### config.mk
export PLATFORM = sky130hd
export DESIGN_NAME = port_h_gpio
export DESIGN_NICKNAME = d
export VERILOG_FILES = /design/src/verilog/port_h_pkg.sv /design/src/verilog/pin_sync.sv /design/src/verilog/irq_sticky.sv /design/src/verilog/port_h_gpio.sv
export SDC_FILE = /design/constraint.sdc
export NUM_CORES = 1
export LEC_CHECK = 0
export BUFFER_PORTS_ARGS = -buffer_cell sky130_fd_sc_hd__clkbuf_2
export CAP_MARGIN = 20
export CELL_PAD_IN_SITES_DETAIL_PLACEMENT = 0
export CELL_PAD_IN_SITES_GLOBAL_PLACEMENT = 1
export CORE_MARGIN = 2
export CORE_UTILIZATION = 41
export CTS_CLUSTER_SIZE = 28
export DETAILED_ROUTE_END_ITERATION = 10
export GPL_ROUTABILITY_DRIVEN = 0
export HOLD_SLACK_MARGIN = 0.15
export PLACE_DENSITY_LB_ADDON = 0.1
export RECOVER_POWER = 25
export SLEW_MARGIN = 20
export SYNTH_ARGS = -nofsm -noshare
export SYNTH_HDL_FRONTEND = slang
export SYNTH_SLANG_ARGS = --single-unit
### constraint.sdc
create_clock -name i_sys_clk -period 3.96 [get_ports i_sys_clk]
set_input_delay 0.594 -clock i_sys_clk [delete_from_list [all_inputs] [get_ports i_sys_clk]]
set_output_delay 0.594 -clock i_sys_clk [all_outputs]
set_load 0.02 [all_outputs]
### src/verilog/port_h_pkg.sv
// Package with register map, field layout and carrier types for the port H GPIO block.
package port_h_pkg;

    localparam int          NUM_PINS     = 8;
    localparam int          NUM_EXT_IRQ  = 3;

    // Block base address and register offsets from it.
    localparam logic [31:0] BASE_ADDR    = 32'h4000_01c0;
    localparam logic [31:0] OFF_PIN_DATA = 32'h0000_0000;
    localparam logic [31:0] OFF_OUT_EN   = 32'h0000_0004;
    localparam logic [31:0] OFF_FUNC_SEL = 32'h0000_0008;
    localparam logic [31:0] OFF_IRQ_STAT = 32'h0000_0010;
    localparam logic [31:0] OFF_IRQ_CLR  = 32'h0000_0014;
    localparam logic [31:0] OFF_IRQ_EN   = 32'h0000_0018;
    localparam logic [31:0] OFF_OD_SEL   = 32'h0000_0028;
    localparam logic [31:0] OFF_PULL_UP  = 32'h0000_002c;
    localparam logic [31:0] OFF_PULL_DN  = 32'h0000_0030;
    localparam logic [31:0] OFF_IN_EN    = 32'h0000_0038;

    // Field positions: pin bits sit at 7..0, interrupt selects at 2..0.
    localparam int          PIN_LSB      = 0;
    localparam int          PIN_MSB      = 7;
    localparam int          IRQ_LSB      = 0;
    localparam int          IRQ_MSB      = 2;

    // Reset values.
    localparam logic [7:0]  RST_PINS     = 8'h00;
    localparam logic [2:0]  RST_IRQ      = 3'h0;
    localparam logic [31:0] RST_WORD     = 32'h0000_0000;

    typedef struct packed {
        logic        psel;
        logic        penable;
        logic        pwrite;
        logic [31:0] paddr;
        logic [31:0] pwdata;
    } apb_req_t;

    typedef struct packed {
        logic [31:0] prdata;
        logic        pready;
        logic        pslverr;
    } apb_rsp_t;

    typedef struct packed {
        logic [7:0] out;
        logic [7:0] oe;
        logic [7:0] pull_up;
        logic [7:0] pull_down;
        logic [7:0] in_en;
        logic [7:0] analog;
    } pad_ctrl_t;

endpackage : port_h_pkg

### src/verilog/pin_sync.sv
// Two-stage synchroniser for a vector of pad inputs.
`timescale 1ns/10ps
`default_nettype none
module pin_sync
    import port_h_pkg::*;
#(
    parameter int WIDTH = 8
) (
    input  wire logic             i_sys_clk,
    input  wire logic             i_rst_n,
    input  wire logic [WIDTH-1:0] i_async,
    output logic      [WIDTH-1:0] o_sync
);
    logic [WIDTH-1:0] meta_q;
    logic [WIDTH-1:0] sync_q;

    // The first stage feeds only the second so metastability cannot spread.
    always_ff @(posedge i_sys_clk) begin
        if (!i_rst_n) begin
            meta_q <= '0;
            sync_q <= '0;
        end else begin
            meta_q <= i_async;
            sync_q <= meta_q;
        end
    end

    assign o_sync = sync_q;
endmodule : pin_sync
`default_nettype wire

### src/verilog/irq_sticky.sv
// Sticky interrupt status with enable mask and write-one-to-clear.
`timescale 1ns/10ps
`default_nettype none
module irq_sticky
    import port_h_pkg::*;
(
    input  wire logic       i_sys_clk,
    input  wire logic       i_rst_n,
    input  wire logic [2:0] i_event,
    input  wire logic [2:0] i_clear,
    input  wire logic [2:0] i_enable,
    output logic      [2:0] o_status,
    output logic            o_irq
);
    logic [2:0] status_q;
    logic [2:0] status_d;

    // A new event beats a clear in the same cycle so no edge is lost.
    assign status_d = (status_q & ~i_clear) | i_event;

    always_ff @(posedge i_sys_clk) begin
        if (!i_rst_n) begin
            status_q <= RST_IRQ;
        end else begin
            status_q <= status_d;
        end
    end

    assign o_status = status_q;
    assign o_irq    = |(status_q & i_enable);
endmodule : irq_sticky
`default_nettype wire

### src/verilog/port_h_gpio.sv
// Eight-pin GPIO port with external interrupt inputs and an APB register slave.
//
// Overview of operation
// - Eight pins, each independently input or output.
// - Pins also feed analog and interrupt inputs.
// - Reset clears all pin controls to disabled.
// - Selected enabled interrupt survives standby drive stop.
// - Outside standby, input enable alone passes interrupts.
// - Registers decoded at offsets from base address.
// - Data register: bits 7-0, upper read zero.
// - Output control bit enables pin driver.
// - Function bits 2-0 select interrupt inputs.
// - Open-drain bit: 0 push-pull, 1 open-drain.
// - Pull-up bit enables pull-up, upper zero.
// - Pull-down register at its own offset.
// - Input control register at its own offset.
// - Pull-down bits 7-0 enable pull-down.
// - Input bits 7-0 enable input buffer.
`timescale 1ns/10ps
`default_nettype none
module port_h_gpio
    import port_h_pkg::*;
(
    input  wire logic       i_sys_clk,
    input  wire logic       i_rst_n,
    input  wire apb_req_t   i_apb,
    output apb_rsp_t        o_apb,
    input  wire logic [7:0] i_pin_in,
    input  wire logic       i_deep_standby,
    input  wire logic       i_standby_pin_drive_bit,
    output pad_ctrl_t       o_pad,
    output logic      [2:0] o_ext_irq,
    output logic            o_irq
);

    // Register hit test against the block base.
    function automatic logic reg_hit(input logic [31:0] addr, input logic [31:0] off);
        reg_hit = (addr == (BASE_ADDR + off));
    endfunction : reg_hit

    function automatic logic map_hit(input logic [31:0] addr);
        map_hit = reg_hit(addr, OFF_PIN_DATA) | reg_hit(addr, OFF_OUT_EN)
                | reg_hit(addr, OFF_FUNC_SEL) | reg_hit(addr, OFF_IRQ_STAT)
                | reg_hit(addr, OFF_IRQ_CLR)  | reg_hit(addr, OFF_IRQ_EN)
                | reg_hit(addr, OFF_OD_SEL)   | reg_hit(addr, OFF_PULL_UP)
                | reg_hit(addr, OFF_PULL_DN)  | reg_hit(addr, OFF_IN_EN);
    endfunction : map_hit

    logic [7:0]  pin_data_q;
    logic [7:0]  output_enable_q;
    logic [2:0]  function_select_q;
    logic [7:0]  open_drain_select_q;
    logic [7:0]  pull_up_enable_q;
    logic [7:0]  pull_down_enable_q;
    logic [7:0]  input_enable_q;
    logic [2:0]  irq_enable_q;
    logic [2:0]  irq_status;
    logic [2:0]  irq_clear;
    logic [7:0]  pin_sync_lvl;
    logic [7:0]  pin_read;
    logic [2:0]  ext_irq_q;
    logic [2:0]  ext_irq_d;
    logic [2:0]  ext_irq_prev_q;
    logic [31:0] prdata_q;
    logic        slverr_q;
    logic        setup;
    logic        wr_en;
    logic        drive_stop;
    pad_ctrl_t   pad_d;
    pad_ctrl_t   pad_q;

    // APB phases: the slave answers in the first access cycle.
    assign setup = i_apb.psel & ~i_apb.penable;
    assign wr_en = i_apb.psel & i_apb.penable & i_apb.pwrite & map_hit(i_apb.paddr);

    pin_sync #(
        .WIDTH    (NUM_PINS)
    ) u_pin_sync (
        .i_sys_clk(i_sys_clk),
        .i_rst_n  (i_rst_n),
        .i_async  (i_pin_in),
        .o_sync   (pin_sync_lvl)
    );

    // Data latch holds what output pins drive.
    always_ff @(posedge i_sys_clk) begin
        if (!i_rst_n) begin
            pin_data_q <= RST_PINS;
        end else if (wr_en && reg_hit(i_apb.paddr, OFF_PIN_DATA)) begin
            pin_data_q <= i_apb.pwdata[PIN_MSB:PIN_LSB];
        end
    end

    always_ff @(posedge i_sys_clk) begin
        if (!i_rst_n) begin
            output_enable_q <= RST_PINS;
        end else if (wr_en && reg_hit(i_apb.paddr, OFF_OUT_EN)) begin
            output_enable_q <= i_apb.pwdata[PIN_MSB:PIN_LSB];
        end
    end

    always_ff @(posedge i_sys_clk) begin
        if (!i_rst_n) begin
            function_select_q <= RST_IRQ;
        end else if (wr_en && reg_hit(i_apb.paddr, OFF_FUNC_SEL)) begin
            function_select_q <= i_apb.pwdata[IRQ_MSB:IRQ_LSB];
        end
    end

    always_ff @(posedge i_sys_clk) begin
        if (!i_rst_n) begin
            open_drain_select_q <= RST_PINS;
        end else if (wr_en && reg_hit(i_apb.paddr, OFF_OD_SEL)) begin
            open_drain_select_q <= i_apb.pwdata[PIN_MSB:PIN_LSB];
        end
    end

    always_ff @(posedge i_sys_clk) begin
        if (!i_rst_n) begin
            pull_up_enable_q <= RST_PINS;
        end else if (wr_en && reg_hit(i_apb.paddr, OFF_PULL_UP)) begin
            pull_up_enable_q <= i_apb.pwdata[PIN_MSB:PIN_LSB];
        end
    end

    always_ff @(posedge i_sys_clk) begin
        if (!i_rst_n) begin
            pull_down_enable_q <= RST_PINS;
        end else if (wr_en && reg_hit(i_apb.paddr, OFF_PULL_DN)) begin
            pull_down_enable_q <= i_apb.pwdata[PIN_MSB:PIN_LSB];
        end
    end

    always_ff @(posedge i_sys_clk) begin
        if (!i_rst_n) begin
            input_enable_q <= RST_PINS;
        end else if (wr_en && reg_hit(i_apb.paddr, OFF_IN_EN)) begin
            input_enable_q <= i_apb.pwdata[PIN_MSB:PIN_LSB];
        end
    end

    always_ff @(posedge i_sys_clk) begin
        if (!i_rst_n) begin
            irq_enable_q <= RST_IRQ;
        end else if (wr_en && reg_hit(i_apb.paddr, OFF_IRQ_EN)) begin
            irq_enable_q <= i_apb.pwdata[IRQ_MSB:IRQ_LSB];
        end
    end

    // The clear register stores nothing; a write is a one-cycle pulse.
    assign irq_clear = (wr_en && reg_hit(i_apb.paddr, OFF_IRQ_CLR))
                     ? i_apb.pwdata[IRQ_MSB:IRQ_LSB] : RST_IRQ;

    // Drivers are stopped only in deep standby with the stop bit set.
    assign drive_stop = i_deep_standby & i_standby_pin_drive_bit;

    // Per-pin pad control.
    genvar g;
    generate
        for (g = 0; g < NUM_PINS; g++) begin : g_pad
            always_comb begin
                pad_d.out[g]       = pin_data_q[g];
                // Open-drain pins drive only the low level and float the high.
                pad_d.oe[g]        = output_enable_q[g] & ~drive_stop
                                   & ~(open_drain_select_q[g] & pin_data_q[g]);
                pad_d.pull_up[g]   = pull_up_enable_q[g];
                pad_d.pull_down[g] = pull_down_enable_q[g];
                pad_d.in_en[g]     = input_enable_q[g];
                // A pin with neither buffer enabled is left to the converter.
                pad_d.analog[g]    = ~input_enable_q[g] & ~output_enable_q[g];
                pin_read[g]        = (input_enable_q[g] & ~output_enable_q[g])
                                   ? pin_sync_lvl[g] : pin_data_q[g];
            end
        end
    endgenerate

    always_ff @(posedge i_sys_clk) begin
        if (!i_rst_n) begin
            pad_q <= '0;
        end else begin
            pad_q <= pad_d;
        end
    end

    // External interrupt gating; the wake path needs the function select too.
    generate
        for (g = 0; g < NUM_EXT_IRQ; g++) begin : g_ext_irq
            always_comb begin
                if (i_deep_standby) begin
                    ext_irq_d[g] = input_enable_q[g] & function_select_q[g]
                                 & pin_sync_lvl[g];
                end else begin
                    // Input enable alone opens the path, so unused lines must stay off.
                    ext_irq_d[g] = input_enable_q[g] & pin_sync_lvl[g];
                end
            end
        end
    endgenerate

    always_ff @(posedge i_sys_clk) begin
        if (!i_rst_n) begin
            ext_irq_q      <= RST_IRQ;
            ext_irq_prev_q <= RST_IRQ;
        end else begin
            ext_irq_q      <= ext_irq_d;
            ext_irq_prev_q <= ext_irq_q;
        end
    end

    // Rising edges of the gated interrupt lines are the recorded events.
    irq_sticky u_irq_sticky (
        .i_sys_clk(i_sys_clk),
        .i_rst_n  (i_rst_n),
        .i_event  (ext_irq_q & ~ext_irq_prev_q),
        .i_clear  (irq_clear),
        .i_enable (irq_enable_q),
        .o_status (irq_status),
        .o_irq    (o_irq)
    );

    // Read data is captured in the setup cycle so it leaves a flip-flop.
    always_ff @(posedge i_sys_clk) begin
        if (!i_rst_n) begin
            prdata_q <= RST_WORD;
            slverr_q <= 1'b0;
        end else if (setup) begin
            slverr_q <= ~map_hit(i_apb.paddr);
            prdata_q <= RST_WORD;
            if (!i_apb.pwrite) begin
                if (reg_hit(i_apb.paddr, OFF_PIN_DATA)) begin
                    prdata_q <= {24'h00_0000, pin_read};
                end else if (reg_hit(i_apb.paddr, OFF_OUT_EN)) begin
                    prdata_q <= {24'h00_0000, output_enable_q};
                end else if (reg_hit(i_apb.paddr, OFF_FUNC_SEL)) begin
                    prdata_q <= {29'h0000_0000, function_select_q};
                end else if (reg_hit(i_apb.paddr, OFF_IRQ_STAT)) begin
                    prdata_q <= {29'h0000_0000, irq_status};
                end else if (reg_hit(i_apb.paddr, OFF_IRQ_EN)) begin
                    prdata_q <= {29'h0000_0000, irq_enable_q};
                end else if (reg_hit(i_apb.paddr, OFF_OD_SEL)) begin
                    prdata_q <= {24'h00_0000, open_drain_select_q};
                end else if (reg_hit(i_apb.paddr, OFF_PULL_UP)) begin
                    prdata_q <= {24'h00_0000, pull_up_enable_q};
                end else if (reg_hit(i_apb.paddr, OFF_PULL_DN)) begin
                    prdata_q <= {24'h00_0000, pull_down_enable_q};
                end else if (reg_hit(i_apb.paddr, OFF_IN_EN)) begin
                    prdata_q <= {24'h00_0000, input_enable_q};
                end
            end
        end
    end

    assign o_apb.prdata  = prdata_q;
    assign o_apb.pready  = 1'b1;
    assign o_apb.pslverr = slverr_q & i_apb.psel & i_apb.penable;
    assign o_pad         = pad_q;
    assign o_ext_irq     = ext_irq_q;

endmodule : port_h_gpio
`default_nettype wire

==> summary.txt, run 1 <==
Logic synthesis
  • Cell variety after synth: 53
  • Synth Area in Adders: 0%
  • Combinational family with the most area after synthesis: simple AND/OR/NAND/NOR gates
  • Syn avg cell area: 9.49 µm²
  • Area leader, netlist: dfxtp_1
  • EDFF count, synth: 0
  • Cell count after synthesis: 571
  • Post-synth ARST share: 0%
  • Synth Flop Type: dfxtp_1
  • Sequential fraction of the synthesis area: about half
  • Synth Warn #: 0
  • Post-Synth XOR/XNOR Area: 0.323%
  • Register bit total from synthesis: ~140
  • Mapped Area: roughly 0.0054 mm²
  • Post-synthesis compound-gate area fraction: roughly 11%
  • Yosys top cell area share: between 50% and 60%
  • Simple-Gate Fraction of Synth Area: about 24%
  • Largest cells by area after synthesis: dfxtp_1 50%, mux2i_1 7.0%, nand2_1 5.4%
  • Mux contribution to synthesized area: roughly 7%

CTS
  • Post-cts sizing count: 0
  • Worst-Skew Late Latency: 0.42 ns
  • Clock-pin slew on the worst setup and hold paths: about 0.060 ns
  • Hold_buf cts: 0
  • H-tree Lvls: 4
  • CTS tree: done
  • CTS Sinks: approximately 140
  • CTS Buf Count: 17
  • Clock Path Buffers: 2
  • Number of post-CTS setup repair buffers: 0
  • Root Driver: clkbuf_16

Routing
  • First-pass detailed-route iteration total: 4
  • ANT nets after route: 0
  • DRC errors left: 0
  • Vias per cell: 4.97
  • Vias: between 4000 and 5000
  • Iter 0 DRT Violations: approximately 280
  • Wire per inst: around 16 µm
  • Post-Route WL: about 14 mm

Timing
  • Final setup TNS: 0 ns
  • Final min period: 2.91 ns
  • Layout Skew: roughly 0.0057 ns
  • Fmax achieved: roughly 0.34 GHz
  • Slew Viols, Final: between 80 and 90
  • Final hold slack: roughly 0.38 ns
  • Final hold vios: 0
  • Worst-Margin Slew: ~1.6 ns
  • Setup violations, final: 0
  • Tcrit/Tclk final: roughly three quarters
  • Max-Slew Margin vs Limit: -6.87%
  • Unrepaired setup endpoints after global routing: no

Die
  • # IOs: 165
  • Die X: between 100 and 150 µm
  • Initial Util: 41.4%
  • Row count: 42
  • Die area: around 0.014 mm²
  • Core Area: approximately 0.013 mm²
  • Die Height: between 100 and 150 µm

Power and ir drop
  • P_sw: around 0.70 mW
  • PwrDens: ~460 mW/mm²
  • Leakage: about 2.8 nW
  • Sequential Power Share: between 40 and 50%
  • Gate power share: around 5%
  • Pint: between 2 and 2.5 mW
  • Clock Power Share: between 40% and 50%
  • Worst vdd ir: ~270 µV
  • Switching Fraction: a little under a quarter

GRT
  • First-pass GRT wire length: approximately 22 mm
  • Met2 usage in global routing: 35.5%
  • Largest net degree at the start of global routing: 43
  • GR peak layer: met2
  • Number of global-route vias before repair: about 4200
  • Gr ovfl total: 0
  • Initial antenna violation count: 0
  • Met3 usage: under 10%
  • Met1 Track Usage GR: approximately a quarter
  • Total GRT Usage: around 20%

Finish
  • Final #Nets: between 700 and 800
  • Commonest cells after routing, fill and taps aside: 136 x dfxtp_1, 114 x clkbuf_2, 78 x nand2_1
  • Layout cells sized above 1: 23.6%
  • Final core utilization: around half
  • Synth-to-Final Area Change: 21.1%
  • Most common cell after layout, fill and taps aside: dfxtp_1
  • # diodes: 0
  • Final Non-Filler Cells: 866

Critical path
  • Crit-path most repeated cell: clkbuf_1
  • Crit end category: flop
  • Critical path arrival: around 3.3 ns
  • CP Class: in2reg
  • Worst setup SP type: input pin
  • CP max-delay cell: clkbuf_1
  • CP Cell Sequence: clkbuf_1, clkbuf_1, nand2_1, nor2_1, a31o_2
  • CP peak stage delay: 1.19 ns
  • Crit Path Max Fanout: between 40 and 50
  • Worst path required time: between 4 and 5 ns

Place
  • PortBufs: about 120
  • Placed Cells: ~830
  • Post-DP HPWL: 10.2 mm

Run
  • Max cap viols: 2

Run status
  • Status: complete, but fails checks
  • Failing checks: capacitance limit, slew limit

Worst hold path
  • Class of the worst hold path: in2reg
-- layer usage --
layer / share of wire (%) / routed length [µm] / up-vias
met4: 1.4 / 200 / 0
li1: - / - / 2145
met1: 44 / 6000 / 2042
met3: 3.8 / 531 / 16
met5: 0 / 0 / -
met2: 51 / 7060 / 99
-- stage by stage --
| step | setup slack (ns) | power, mW | area (µm²) |
|---|---|---|---|
| floorplan | 1.78 | 1.53 | 5510 |
| global placement | 1.12 | 1.56 | 6020 |
| detailed placement | 1.08 | 1.57 | 6020 |
| CTS | 1.53 | 3.03 | 6570 |
| global route | 0.698 | 3.11 | 6560 |
| finish | 1.05 | 3.00 | 6560 |
-- area by class of cell --
cell class	instances	area, µm²
Clock buffer	21	450
Tap cell	176	220
Fill cell	1302	6530
Sequential cell	136	2720
Multi-Input combinational cell	387	2410
Timing Repair Buffer	118	589
Clock inverter	11	98.8
Inverter	17	63.8
-- flip-flops by register name, indices dropped and copies added (netlist names), 8 cells and up --
signal / cells
pull_down_enable_q: 8
pin_data_q: 8
u_pin_sync.meta_q: 8
u_pin_sync.o_sync: 8
prdata_q: 8
output_enable_q: 8
pull_up_enable_q: 8
o_pad: 48
open_drain_select_q: 8
input_enable_q: 8
-- path summary, 6_finish.rpt --
path                          startpoint                       end  slack, ns  depth (start not counted)
setup / recovery                 i_rst_n        output_enable_q[2]       1.05                          5
hold / removal               i_pin_in[1]      u_pin_sync.meta_q[1]       0.38                          2
setup reg to reg  open_drain_select_q[5]               prdata_q[5]       2.46                          5
hold reg to reg        ext_irq_prev_q[0]  u_irq_sticky.o_status[0]       0.41                          1
-- synth_stat cells, drive strengths merged, types with 5 or more instances --
cell and instances:
nor2 24, clkbuf 22, a21o 8, nand4 6
nand2b 12, a31o 8, o21ai 35, a221oi 5
nor3 11, and3 14, a21oi 11, nor3b 9
buf 32, and2 41, dfxtp 136, inv 17
mux2i 38, nand2 78, nor2b 9, nor4b 7
-- power groups by stage --
stage	clock network (mW)	registers, mW	logic (mW)
finish	1.47	1.39	0.149
global route	1.56	1.39	0.164
CTS	1.49	1.39	0.150
detailed placement	0	1.42	0.150
global placement	0	1.42	0.148
floorplan	0	1.42	0.108
-- cell families (layout without fill, tap and decap cells) --
logic type | Yosys count | after routing
simple gates | 230 | 230
flops | 136 | 136
compound gates | 92 | 92
buf+inv | 71 | 167
mux | 38 | 38
other cells | 2 | 25
xor+xnor | 2 | 2
-- critical path, delay by kind of cell --
kind | cells | cell delay, ns
compound gates | 1 | 0.12
buf+inv | 2 | 1.71
simple gates | 2 | 0.83
(Power assumes the default switching activity.)
==> run 2: changes to the inputs <==
--- a/config.mk
+++ b/config.mk
@@ -5,12 +5,13 @@
 export SDC_FILE = /design/constraint.sdc
 export NUM_CORES = 1
 export LEC_CHECK = 0
+export ABC_AREA = 1
 export BUFFER_PORTS_ARGS = -buffer_cell sky130_fd_sc_hd__clkbuf_2
 export CAP_MARGIN = 20
 export CELL_PAD_IN_SITES_DETAIL_PLACEMENT = 0
 export CELL_PAD_IN_SITES_GLOBAL_PLACEMENT = 1
 export CORE_MARGIN = 2
-export CORE_UTILIZATION = 41
+export CORE_UTILIZATION = 33
 export CTS_CLUSTER_SIZE = 28
 export DETAILED_ROUTE_END_ITERATION = 10
 export GPL_ROUTABILITY_DRIVEN = 0
==> constraint.sdc (replaced) <==
create_clock -name i_sys_clk -period 2.6 [get_ports i_sys_clk]
set_input_delay 0.39 -clock i_sys_clk [delete_from_list [all_inputs] [get_ports i_sys_clk]]
set_output_delay 0.39 -clock i_sys_clk [all_outputs]
set_load 0.02 [all_outputs]
==> run 2 against run 1 <==
  * Sequential power rose by 52%
  * Area after synthesis rose by 10%
  * Sequential share of layout area fell by 4.9 points
  * Cell area rose by 13%
  * Clock-buffer cell count fell by 2
  * First-iteration DRC count rose by 48%
  * Largest power group unchanged
  * The flow now finishes without violations
  * Clock power rose by 65%
  * Critical path type unchanged
  * Via count rose by 27%
  * Utilization fell by 8.6 points
  * Combinational power rose by 56%
==> summary.txt, run 2 <==
Die
  • # IOs: between 150 and 200
  • Die Height: between 100 and 150 µm
  • Row count: 49
  • Initial Util: between 30% and 40%
  • Core Area: roughly 0.018 mm²
  • Die X: 139 µm
  • Die area: a little under 0.02 mm²

Finish
  • Largest register FFs: 48
  • Synth-to-Final Area Change: 24.2%
  • Final #Nets: roughly 1100
  • # diodes: 0
  • Layout cells sized above 1: between 10% and 20%
  • Fillers: 1900
  • Commonest cells after routing, fill and taps aside: 234 x nand2_1, 136 x dfxtp_1, 125 x nor2_1
  • Most common cell after layout, fill and taps aside: nand2_1

Critical path
  • R2R Setup Slk: around 1.3 ns
  • Critical path arrival: 2.16 ns
  • Crit end category: flop
  • Worst path required time: around 2.9 ns
  • Origin of the critical flop-to-flop path: input_enable_q[4]
  • Crit Path Max Fanout: 11
  • CP bufs+invs: 4
  • CP max-delay cell: nor2_2
  • Reg2reg path depth: 8
  • CP peak stage delay: between 0.3 and 0.4 ns
  • Crit-path most repeated cell: nand2_1
  • Worst setup SP type: input pin
  • CP Class: in2reg
  • CP Cell Sequence: clkbuf_2, nor2_1, inv_2, nor2_2, nand3_1, nor2_1, buf_4, inv_1, o21ai_0, nand2_1, nand3_1, nand2_1, nand2_1, a21oi_1
  • Worst flop-to-flop path endpoint: prdata_q[4]
  • Crit-path leading delay family: simple AND/OR/NAND/NOR gates

CTS
  • Root Driver: clkbuf_16
  • Clock-pin slew on the worst setup and hold paths: ~0.06 ns
  • Number of post-CTS setup repair buffers: 0
  • Worst-Skew Late Latency: approximately 0.42 ns
  • H-tree Lvls: 4
  • CTS tree: done
  • CTS Buf Count: 17
  • CTS Sinks: between 100 and 150
  • Clock Path Buffers: 2

Routing
  • Wire per inst: approximately 14 µm
  • Iter 0 DRT Violations: between 400 and 500
  • Post-Route WL: approximately 17 mm
  • Vias per cell: around 4.4
  • Vias: approximately 5500
  • DRC errors left: 0
  • First-pass detailed-route iteration total: 5
  • ANT nets after route: 0

GRT
  • Number of global-route vias before repair: between 5000 and 6000
  • Total GRT Usage: between 15 and 20%
  • Initial antenna violation count: 0
  • Gr ovfl total: 0
  • Largest net degree at the start of global routing: 94
  • First-pass GRT wire length: between 20 and 30 mm

Timing
  • Tcrit/Tclk final: 73.4%
  • Worst-Margin Slew: ~1.4 ns
  • Final hold slack: between 0.2 and 0.3 ns
  • Unrepaired setup endpoints after global routing: no
  • Final hold vios: 0
  • Layout Skew: ~0.0053 ns
  • Max-Slew Margin vs Limit: under 10%
  • Final setup TNS: 0 ns
  • Setup violations, final: 0
  • Slew Viols, Final: 0
  • Fmax achieved: around 0.52 GHz
  • Final min period: ~1.9 ns

Logic synthesis
  • Commonest cells in the netlist: 234 x nand2_1, 136 x dfxtp_1, 125 x nor2_1, 124 x inv_1, 55 x nand3_1
  • Syn avg cell area: between 6 and 7 µm²
  • EDFF count, synth: 0
  • Yosys top cell area share: between 40 and 50%
  • Largest cells by area after synthesis: dfxtp_1 45%, nand2_1 15%, nor2_1 7.8%
  • Area leader, netlist: dfxtp_1
  • Cell count after synthesis: between 800 and 900
  • Post-synth ARST share: 0%
  • Count leader, synth: nand2_1
  • Synth Flop Type: dfxtp_1
  • Register bit total from synthesis: 136
  • Cell variety after synth: 31
  • Sequential fraction of the synthesis area: between 40% and 50%
  • Mapped Area: approximately 0.0060 mm²
  • Synth Warn #: 0

Place
  • Post-DP HPWL: 12.1 mm
  • PortBufs: 115

Run status
  • Status: complete, no violations

Worst hold path
  • Hold Crit Depth: 3
  • Min-delay src: i_apb[65]
  • Class of the worst hold path: in2reg
  • Hold endpoint: slverr_q

Run
  • Max cap viols: 0

Power and ir drop
  • Leakage: slightly below 4 nW
  • PwrDens: ~640 mW/mm²
  • Worst vdd ir: between 400 and 500 µV
run 2: routing by layer:
metal / track usage (%) / share of wire [%] / vias up
li1: - / - / 2870
met1: 25.6 / 50 / 2391
met2: 26.9 / 42 / 166
met3: 4.11 / 5.7 / 23
met4: 6.75 / 2.1 / 0
met5: 0 / 0 / -
run 2: worst min-delay path, cell delays in order:
cell	delay, ns
clkbuf_2	0.09
nor2_1	0.06
a21oi_1	0.14
run 2: cell families (layout without fill, tap and decap cells):
kind of cell	Yosys count	after routing	share of synthesized area, %
and+or+nand+nor	459	459	33.0
AOI/OAI and AO/OA	84	84	7.82
DFF	136	136	45.5
buffers and inverters	181	305	13.5
other	2	25	0.125
run 2: worst max-delay path by stage:
stage,start,end,cells past startpoint
finish,i_apb[33],prdata_q[4],14
global route,i_apb[41],input_enable_q[3],13
CTS,i_apb[62],u_irq_sticky.o_status[1],15
detailed placement,i_apb[62],u_irq_sticky.o_status[1],15
global placement,i_apb[59],pull_down_enable_q[7],13
floorplan,i_apb[55],pin_data_q[0],13
run 2: area by class of cell:
type | instances | area, µm² | area share [%]
sequential | 136 | 2720 | 36.6
multi-input combinational | 568 | 2540 | 34.1
timing repair buffer | 142 | 806 | 10.8
inverter | 131 | 492 | 6.62
clock buffer | 19 | 443 | 5.96
tap | 229 | 287 | 3.85
clock inverter | 13 | 146 | 1.97
run 2: per-stage QoR:
stage	setup WS [ns]	util, %	instances	power, mW	cell area, µm²
after floorplan	0.768	-	885	2.31	6070
after global placement	0.310	37.8	1198	2.38	6770
after detailed placement	0.311	37.8	1198	2.38	6770
after CTS	0.758	41.6	1238	4.82	7440
after global routing	0.519	41.5	1238	4.94	7430
final	0.691	41.5	1238	4.77	7430
run 2: timing repair:
| action | 4_1_cts | 5_1_grt |
|---|---|---|
| resized for setup | 0 | 0 |
| hold buffers | 8 | 0 |
| hold endpoints to repair | 8 | 0 |
run 2: where the power goes:
part | internal, mW | switching, mW
logic | 0.0700 | 0.163
registers | 2.10 | 0.00612
clock network | 1.45 | 0.981
